File: config.mk
export PLATFORM = sky130hd
export DESIGN_NAME = rtrk_tracking_loop
export DESIGN_NICKNAME = d
export VERILOG_FILES = /design/src/design/rtrk_pkg.sv /design/src/design/rtrk_tracking_loop.sv /design/src/design/rtrk_sincos.sv
export VERILOG_INCLUDE_DIRS = /design/src /design/src/design
export SDC_FILE = /design/constraint.sdc
export NUM_CORES = 2
export LEC_CHECK = 0
export BUFFER_PORTS_ARGS = -buffer_cell sky130_fd_sc_hd__buf_2
export CAP_MARGIN = 20
export CORE_MARGIN = 8
export CORE_UTILIZATION = 52
export CTS_BUF_LIST = sky130_fd_sc_hd__clkbuf_8
export CTS_CLUSTER_DIAMETER = 50
export DETAILED_ROUTE_END_ITERATION = 12
export GPL_TIMING_DRIVEN = 0
export PLACE_DENSITY_LB_ADDON = 0.08
export SYNTH_ARGS = -nofsm -noshare
export SYNTH_HDL_FRONTEND = slang
export SYNTH_SLANG_ARGS = --single-unit
export TNS_END_PERCENT = 100
File: constraint.sdc
create_clock -name clk -period 30.3 [get_ports clk]
set_input_delay 4.545 -clock clk [delete_from_list [all_inputs] [get_ports clk]]
set_output_delay 4.545 -clock clk [all_outputs]
set_load 0.02 [all_outputs]
File: src/design/rtrk_defs.svh
// Purpose: constants of the resolver tracking loop
// Assumes: 100 MHz converter clock
// Notes:   gains are shift counts, bandwidth level n stands for 100 Hz << n
`ifndef RTRK_DEFS_SVH
`define RTRK_DEFS_SVH

`define RTRK_CLK_HZ         100000000
`define RTRK_EXC_HZ         10000
`define RTRK_SMP_PER_CYC    32
`define RTRK_SMP_DIV        (`RTRK_CLK_HZ / (`RTRK_EXC_HZ * `RTRK_SMP_PER_CYC))
`define RTRK_SMP_LAST       9'(`RTRK_SMP_DIV - 1)
`define RTRK_PH_LAST        5'h1F

`define RTRK_BW_BASE_HZ     100
`define RTRK_BW_DEFAULT_HZ  800
`define RTRK_BW_DEFAULT     3'h3
`define RTRK_BW_MAX         3'h7
`define RTRK_BW_AUTO_MIN    3'h1

`define RTRK_KP_SH0         5'h04
`define RTRK_KI_SH0         5'h00

`define RTRK_EPS_HI         20'h04000
`define RTRK_EPS_LO         20'h00400
`define RTRK_STABLE_LAST    8'h1F

`define RTRK_ANG_RST        32'h0000_0000
`define RTRK_VEL_RST        32'h0000_0000

`endif

File: src/design/rtrk_pkg.sv
// Purpose: types of the resolver tracking loop
// Assumes: constants live in rtrk_defs.svh
// Notes:   state of the loop is one packed struct
package rtrk_pkg;

    typedef logic signed [11:0] rtrk_smp_t;
    typedef logic signed [15:0] rtrk_trig_t;
    typedef logic signed [19:0] rtrk_eps_t;
    typedef logic [2:0]         rtrk_bw_t;

    typedef struct packed {
        logic [8:0]         div;
        logic [4:0]         car_ph;
        logic signed [15:0] exc;
        logic signed [19:0] acc;
        logic signed [19:0] eps;
        logic signed [31:0] integ;
        logic signed [31:0] vel;
        logic [31:0]        ang;
        logic [2:0]         cfg_bw;
        logic [2:0]         bw;
        logic [7:0]         stable;
        logic               upd;
    } rtrk_state_s;

endpackage

File: src/design/rtrk_tracking_loop.sv
// Purpose: type II tracking loop of a resolver-to-digital converter
// Assumes: sine and cosine samples come from adc logic on clk, taken at each sample tick
// Notes:   one carrier period is 32 sample ticks; the compensator runs once per period
`timescale 1ns/10ps
`include "rtrk_defs.svh"
module rtrk_tracking_loop (
    input  wire logic                   clk,
    input  wire logic                   resetn,
    input  wire rtrk_pkg::rtrk_smp_t    sin_in,
    input  wire rtrk_pkg::rtrk_smp_t    cos_in,
    input  wire rtrk_pkg::rtrk_bw_t     bw_sel,
    input  wire logic                   bw_load,
    input  wire logic                   auto_bw_en,
    output rtrk_pkg::rtrk_trig_t        exc_ref,
    output logic                        smp_tick,
    output logic [15:0]                 angle,
    output logic signed [15:0]          speed,
    output rtrk_pkg::rtrk_eps_t         deviation,
    output rtrk_pkg::rtrk_bw_t          bw_level,
    output logic                        loop_update
);

    rtrk_pkg::rtrk_state_s  st;
    rtrk_pkg::rtrk_state_s  next_st;
    logic                   tick_q;
    logic                   next_tick;

    rtrk_pkg::rtrk_trig_t   est_sin;
    rtrk_pkg::rtrk_trig_t   est_cos;
    rtrk_pkg::rtrk_trig_t   car_sin;
    logic signed [27:0]     prod_a;
    logic signed [27:0]     prod_b;
    logic signed [28:0]     diff;
    logic signed [14:0]     err;
    logic                   car_pos;
    rtrk_pkg::rtrk_eps_t    dem;
    rtrk_pkg::rtrk_eps_t    acc_sum;
    logic [19:0]            eps_mag;
    logic                   dev_big;
    logic                   dev_small;
    logic signed [31:0]     eps_ext;
    logic [4:0]             kp_sh;
    logic [4:0]             ki_sh;
    logic signed [31:0]     p_term;
    logic signed [31:0]     i_step;
    logic signed [31:0]     integ_sum;
    logic                   tick;
    logic                   cyc_end;

    // table lookups for the held angle and for the carrier
    rtrk_sincos u_est (
        .ang    (st.ang[31:16]),
        .sin_v  (est_sin),
        .cos_v  (est_cos)
    );

    rtrk_sincos u_car (
        .ang    ({st.car_ph, 11'h000}),
        .sin_v  (car_sin),
        .cos_v  ()
    );

    assign tick    = (st.div == `RTRK_SMP_LAST);
    assign cyc_end = tick && (st.car_ph == `RTRK_PH_LAST);

    // cross products of resolver signals and held-angle table values
    assign prod_b  = cos_in * est_sin;
    assign prod_a  = sin_in * est_cos;
    assign diff    = 29'(prod_a) - 29'(prod_b);
    assign err     = $signed(diff[28:14]);

    // detector uses the carrier polarity of the phase loaded into exc at this tick, one phase ahead of the sample
    assign car_pos = ~st.car_ph[4];
    assign dem     = car_pos ? 20'(err) : -20'(err);
    assign acc_sum = st.acc + dem;

    assign eps_mag   = acc_sum[19] ? 20'(-acc_sum) : 20'(acc_sum);
    assign dev_big   = (eps_mag > `RTRK_EPS_HI);
    assign dev_small = (eps_mag < `RTRK_EPS_LO);

    // gains grow with bandwidth: kp linear, ki square
    assign eps_ext   = 32'(acc_sum);
    assign kp_sh     = `RTRK_KP_SH0 + {2'b00, st.bw};
    assign ki_sh     = `RTRK_KI_SH0 + {1'b0, st.bw, 1'b0};
    assign p_term    = eps_ext <<< kp_sh;
    assign i_step    = eps_ext <<< ki_sh;
    assign integ_sum = st.integ + i_step;

    always_comb begin
        next_st     = st;
        next_st.upd = 1'b0;
        next_tick   = tick;
        next_st.div = tick ? 9'h000 : st.div + 9'h001;
        if (tick) begin
            next_st.car_ph = st.car_ph + 5'h01;
            next_st.exc    = car_sin;
            // unsigned wrap of the 32-bit accumulator covers both directions
            next_st.ang    = st.ang + st.vel;
            next_st.acc    = acc_sum;
            if (st.car_ph == `RTRK_PH_LAST) begin
                next_st.acc   = 20'sh00000;
                next_st.eps   = acc_sum;
                next_st.integ = integ_sum;
                // no clamp on velocity, so top speed does not depend on bandwidth
                next_st.vel   = integ_sum + p_term;
                next_st.upd   = 1'b1;
                if (!auto_bw_en) begin
                    next_st.bw     = st.cfg_bw;
                    next_st.stable = 8'h00;
                end else if (dev_big) begin
                    next_st.bw     = `RTRK_BW_MAX;
                    next_st.stable = 8'h00;
                end else if (dev_small) begin
                    if (st.stable == `RTRK_STABLE_LAST) begin
                        next_st.stable = 8'h00;
                        if (st.bw > `RTRK_BW_AUTO_MIN) begin
                            next_st.bw = st.bw - 3'h1;
                        end
                    end else begin
                        next_st.stable = st.stable + 8'h01;
                    end
                end else begin
                    next_st.stable = 8'h00;
                end
            end
        end
        if (bw_load) begin
            next_st.cfg_bw = bw_sel;
        end
    end

    always_ff @(posedge clk or negedge resetn) begin
        if (!resetn) begin
            st        <= '{div: 9'h000, car_ph: 5'h00, exc: 16'sh0000, acc: 20'sh00000,
                           eps: 20'sh00000, integ: `RTRK_VEL_RST, vel: `RTRK_VEL_RST,
                           ang: `RTRK_ANG_RST, cfg_bw: `RTRK_BW_DEFAULT, bw: `RTRK_BW_DEFAULT,
                           stable: 8'h00, upd: 1'b0};
            tick_q    <= 1'b0;
        end else begin
            st        <= next_st;
            tick_q    <= next_tick;
        end
    end

    assign exc_ref     = st.exc;
    assign smp_tick    = tick_q;
    assign angle       = st.ang[31:16];
    assign speed       = st.vel[31:16];
    assign deviation   = st.eps;
    assign bw_level    = st.bw;
    assign loop_update = st.upd;
endmodule // rtrk_tracking_loop

File: src/design/rtrk_sincos.sv
// Purpose: sine and cosine of a 16-bit angle by table and interpolation
// Assumes: full circle is 2^16, result full scale is 16'h3FFF
// Notes:   quarter-wave table of 17 points, linear interpolation between them
`timescale 1ns/10ps
module rtrk_sincos (
    input  wire logic [15:0]        ang,
    output rtrk_pkg::rtrk_trig_t    sin_v,
    output rtrk_pkg::rtrk_trig_t    cos_v
);

    function automatic logic [15:0] qtab(input logic [4:0] i);
        logic [15:0] v;
        v = 16'h3FFF;
        case (i)
            5'h00: v = 16'h0000;
            5'h01: v = 16'h0646;
            5'h02: v = 16'h0C7C;
            5'h03: v = 16'h1294;
            5'h04: v = 16'h187E;
            5'h05: v = 16'h1E2B;
            5'h06: v = 16'h238E;
            5'h07: v = 16'h289A;
            5'h08: v = 16'h2D41;
            5'h09: v = 16'h3179;
            5'h0A: v = 16'h3537;
            5'h0B: v = 16'h3871;
            5'h0C: v = 16'h3B21;
            5'h0D: v = 16'h3D3F;
            5'h0E: v = 16'h3EC5;
            5'h0F: v = 16'h3FB1;
            default: v = 16'h3FFF;
        endcase
        return v;
    endfunction

    rtrk_pkg::rtrk_trig_t res [2];

    // channel 0 is sine, channel 1 is sine advanced by a quarter turn
    for (genvar g = 0; g < 2; g++) begin : g_ch
        logic [15:0] a;
        logic [13:0] pos;
        logic [15:0] y0;
        logic [15:0] y1;
        logic [25:0] slope;
        logic [15:0] mag;
        assign a     = ang + ((g == 1) ? 16'h4000 : 16'h0000);
        // mirrored quadrants fold onto the rising quarter, one lsb of skew accepted
        assign pos   = a[14] ? ~a[13:0] : a[13:0];
        assign y0    = qtab({1'b0, pos[13:10]});
        assign y1    = qtab({1'b0, pos[13:10]} + 5'h01);
        assign slope = 26'(y1 - y0) * 26'(pos[9:0]);
        assign mag   = y0 + slope[25:10];
        assign res[g] = a[15] ? -$signed(mag) : $signed(mag);
    end

    assign sin_v = res[0];
    assign cos_v = res[1];

endmodule // rtrk_sincos

==> metrics.md <==
| Metric | Value |
|---|---|
| Outcome | `finished, final reports clean` |
| Post-synth ARST share | `100%` |
| Worst setup SP type | `register` |
| Final worst-path cycle share | `94.1%` |
| CTS Buffer Depth | `2` |
| Fin Setup TNS | `0 ns` |
| Die Ht | `327 um` |
| WP data arrival | `28.93 ns` |
| Num CTS Buffers | `17` |
| Met1 WL | `66300 um` |
| Post-synth EDFFs | `0` |
| Starting Density | `52.2%` |
| Synth-to-Final Area Change | `5.39%` |
| # resized after CTS | `0` |
| Setup crit start | `angle[14]$_DFFE_PN0P_` |
| WP depth | `107` |
| Dominant synthesized flop cell | `dfrtp_1` |
| Die X | `327 um` |
| Rel. slew slack | `23.3%` |
| Reg2reg setup slack | `1.78 ns` |
| Mean number of vias per cell | `5.47` |
| Reg2Reg Capture Point | `speed[15]$_DFFE_PN0P_` |
| Max_cap viols | `0` |
| Mean post-synth cell area | `8.29 um2` |
| DR top layer | `met4` |
| Setup crit end | `speed[15]$_DFFE_PN0P_` |
| CP most frequent cell | `o21ai_0` |
| Num Clock Sinks | `182` |
| Synth top area share | `31.7%` |
| Yosys reg bits | `182` |
| Max Fclk | `35.1 MHz` |
| Area after DPL | `52500 um2` |
| Yosys warnings | `0` |
| Most frequent cell after synthesis | `inv_1` |
| Clock Latency Late Sink | `0.54 ns` |
| Cells after synthesis | `6068` |
| Hold Buf Count CTS | `0` |
| Critical path's largest stage delay | `0.69 ns` |
| Final instance area | `53000 um2` |
| Netlist cell types | `98` |
| Crit. End Element | `register` |
| Area contributors post-synth | `fa_1 (32%), ha_1 (11%), dfrtp_1 (8.9%), inv_1 (7.7%), nand2_1 (5.7%)` |
| Most frequent cells after synthesis | `inv_1 (1029), fa_1 (797), nand2_1 (764)` |
| Crit Path Max Fanout | `13` |
| RSZ-0062 raised after global routing | `false` |
| Number of fill cells in the layout | `9373` |
| Post-synth top area cell | `fa_1` |
| Measured slew at the worst slew-check pin | `1.15 ns` |
| Final worst path period need | `28.52 ns` |
| Final Max Slew Viols | `0` |
| Hpwl dp | `125000 um` |
| RePlAce Congestion | `0.948` |
| Setup CP Type | `reg2reg` |
| Routed length on met3 | `7300 um` |
| Dpl cells | `7454` |
| Clock root cell | `clkbuf_8` |
| TritonCTS clock tree | `built` |
| Io pins | `104` |
| Seq/Total Area, Yosys | `9.07%` |
| Final hold violations | `0` |
| Final ANT Viol Nets | `0` |
| Remaining Overflow, GRT | `0` |
| DRC errors left | `0` |
| Clk pin slew, worst setup/hold paths | `0.12 ns` |
| Cell count of the worst reg-to-reg path | `107` |
| Share of layout cells above drive strength 1 | `5.55%` |
| Fin cells | `7489` |
| Core area | `96300 um2` |
| Pre-Repair DR Iteration Count | `6` |
| Row count | `114` |
| Fin util | `55.0%` |
| Vias in the first global route | `41729` |
| Finish-stage setup viols | `0` |
| Hold WC Path Type | `reg2reg` |
| CTS HTree Levels | `4` |
| Clock skew | `0.0228 ns` |
| First-pass GRT wire length | `233000 um` |
| Worst R2R Start | `angle[14]$_DFFE_PN0P_` |
| Die area | `107000 um2` |
| Crit path buf inv count | `15` |
| Mapped Area | `50300 um2` |
| Met2 WL | `67400 um` |
| Global-route total usage across every layer | `27.2%` |
| Wire per inst | `19.3 um` |
| Setup Buffers After CTS | `0` |
| CP required | `30.71 ns` |
| Top delay family on crit path | `compound AO/OA/AOI/OAI gates` |
| 1st-iter DRT viols | `2915` |
| Port buffer count | `102` |
| Antenna violations before repair | `1` |
| Largest net degree at the start of global routing | `112` |
| Vias post-DR | `40956` |
| Final WL | `145000 um` |
| Nets | `7487` |
| Crit path max-delay cell type | `xnor2_1` |
[cells in the final DEF (no fill, tap or decap), drive strengths merged, types with 12 or more instances in the layout]
master  netlist  layout
fa          797     797
mux2         15      15
o21ai       330     330
mux2i        33      33
nor3b        14      14
or4          14      14
o21a         47      47
or3          40      40
nand2       764     764
a21oi       226     226
a31oi        43      43
or2          50      50
nand2b       79      79
xor2        131     131
and3         24      24
nor3         90      90
ha          460     460
dfrtp       178     178
o22ai        13      13
nand3        74      74
nand3b       17      17
clkbuf      195     215
nor2b        70      70
a21boi       19      19
xnor2       240     240
a211oi       18      18
a31o         12      12
and2        190     190
nand4        20      20
nor2        433     433
buf          97     203
o21bai       17      17
a21o         84      84
o211ai       31      31
o31ai        34      34
inv        1032    1040
[flip-flops by register name, indices dropped and copies added (netlist names)]
| register | flops |
|---|---|
| st | 109 |
| deviation | 20 |
| angle | 16 |
| exc_ref | 16 |
| speed | 16 |
| bw_level | 3 |
| loop_update | 1 |
| smp_tick | 1 |
[final cells by class]
cell class	count	area (um2)	area share, %
Timing Repair Buffer	108	606	1.14
Sequential cell	182	4560	8.61
Tap cell	1276	1600	3.01
Multi-Input combinational cell	4564	40500	76.5
Clock inverter	14	153	0.288
Clock buffer	18	248	0.468
Antenna cell	1	2.50	0.00472
Buffer	292	1390	2.62
Inverter	1034	3880	7.33
[logic make-up (layout without fill, tap and decap cells)]
| kind of cell | Yosys count | after routing | synth area share, % |
|---|---|---|---|
| AOI/OAI and AO/OA | 970 | 970 | 12.0 |
| xor gates and xnor gates | 372 | 372 | 6.51 |
| adders and majority gates | 1258 | 1258 | 43.2 |
| buffers and inverters | 1326 | 1466 | 10.5 |
| DFF | 182 | 182 | 9.07 |
| muxes | 49 | 49 | 1.04 |
| other | 1 | 6 | 0.00746 |
| and+or+nand+nor | 1910 | 1910 | 17.7 |
[metal layers]
metal  vias up  GRT usage [%]
met5         -              0
met4         0           6.21
met3       166           2.89
met2      1080           44.8
met1     20248           38.7
li1      19462              -
[per-stage QoR]
stage / worst slack (ns) / hold slack (ns)
global route: 0.0531 / 0.510
detailed placement: 0.677 / 0.467
CTS: 0.498 / 0.490
global placement: 0.699 / 0.461
floorplan: 6.08 / 0.445
finish: 1.78 / 0.491
[how the worst min path moves through the flow]
stage,depth (start not counted),start,to
after floorplan,2,st[131]$_DFFE_PN0P_,st[131]$_DFFE_PN0P_
after global placement,2,st[131]$_DFFE_PN0P_,st[131]$_DFFE_PN0P_
after detailed placement,2,st[131]$_DFFE_PN0P_,st[131]$_DFFE_PN0P_
after CTS,1,st[8]$_DFFE_PN0P_,st[8]$_DFFE_PN0P_
after global routing,2,st[86]$_DFFE_PN0P_,st[86]$_DFFE_PN0P_
final,1,st[8]$_DFFE_PN0P_,st[8]$_DFFE_PN0P_
Power is not shown: default switching activity piles up to over one toggle a cycle in this logic, so the estimate is an artifact.
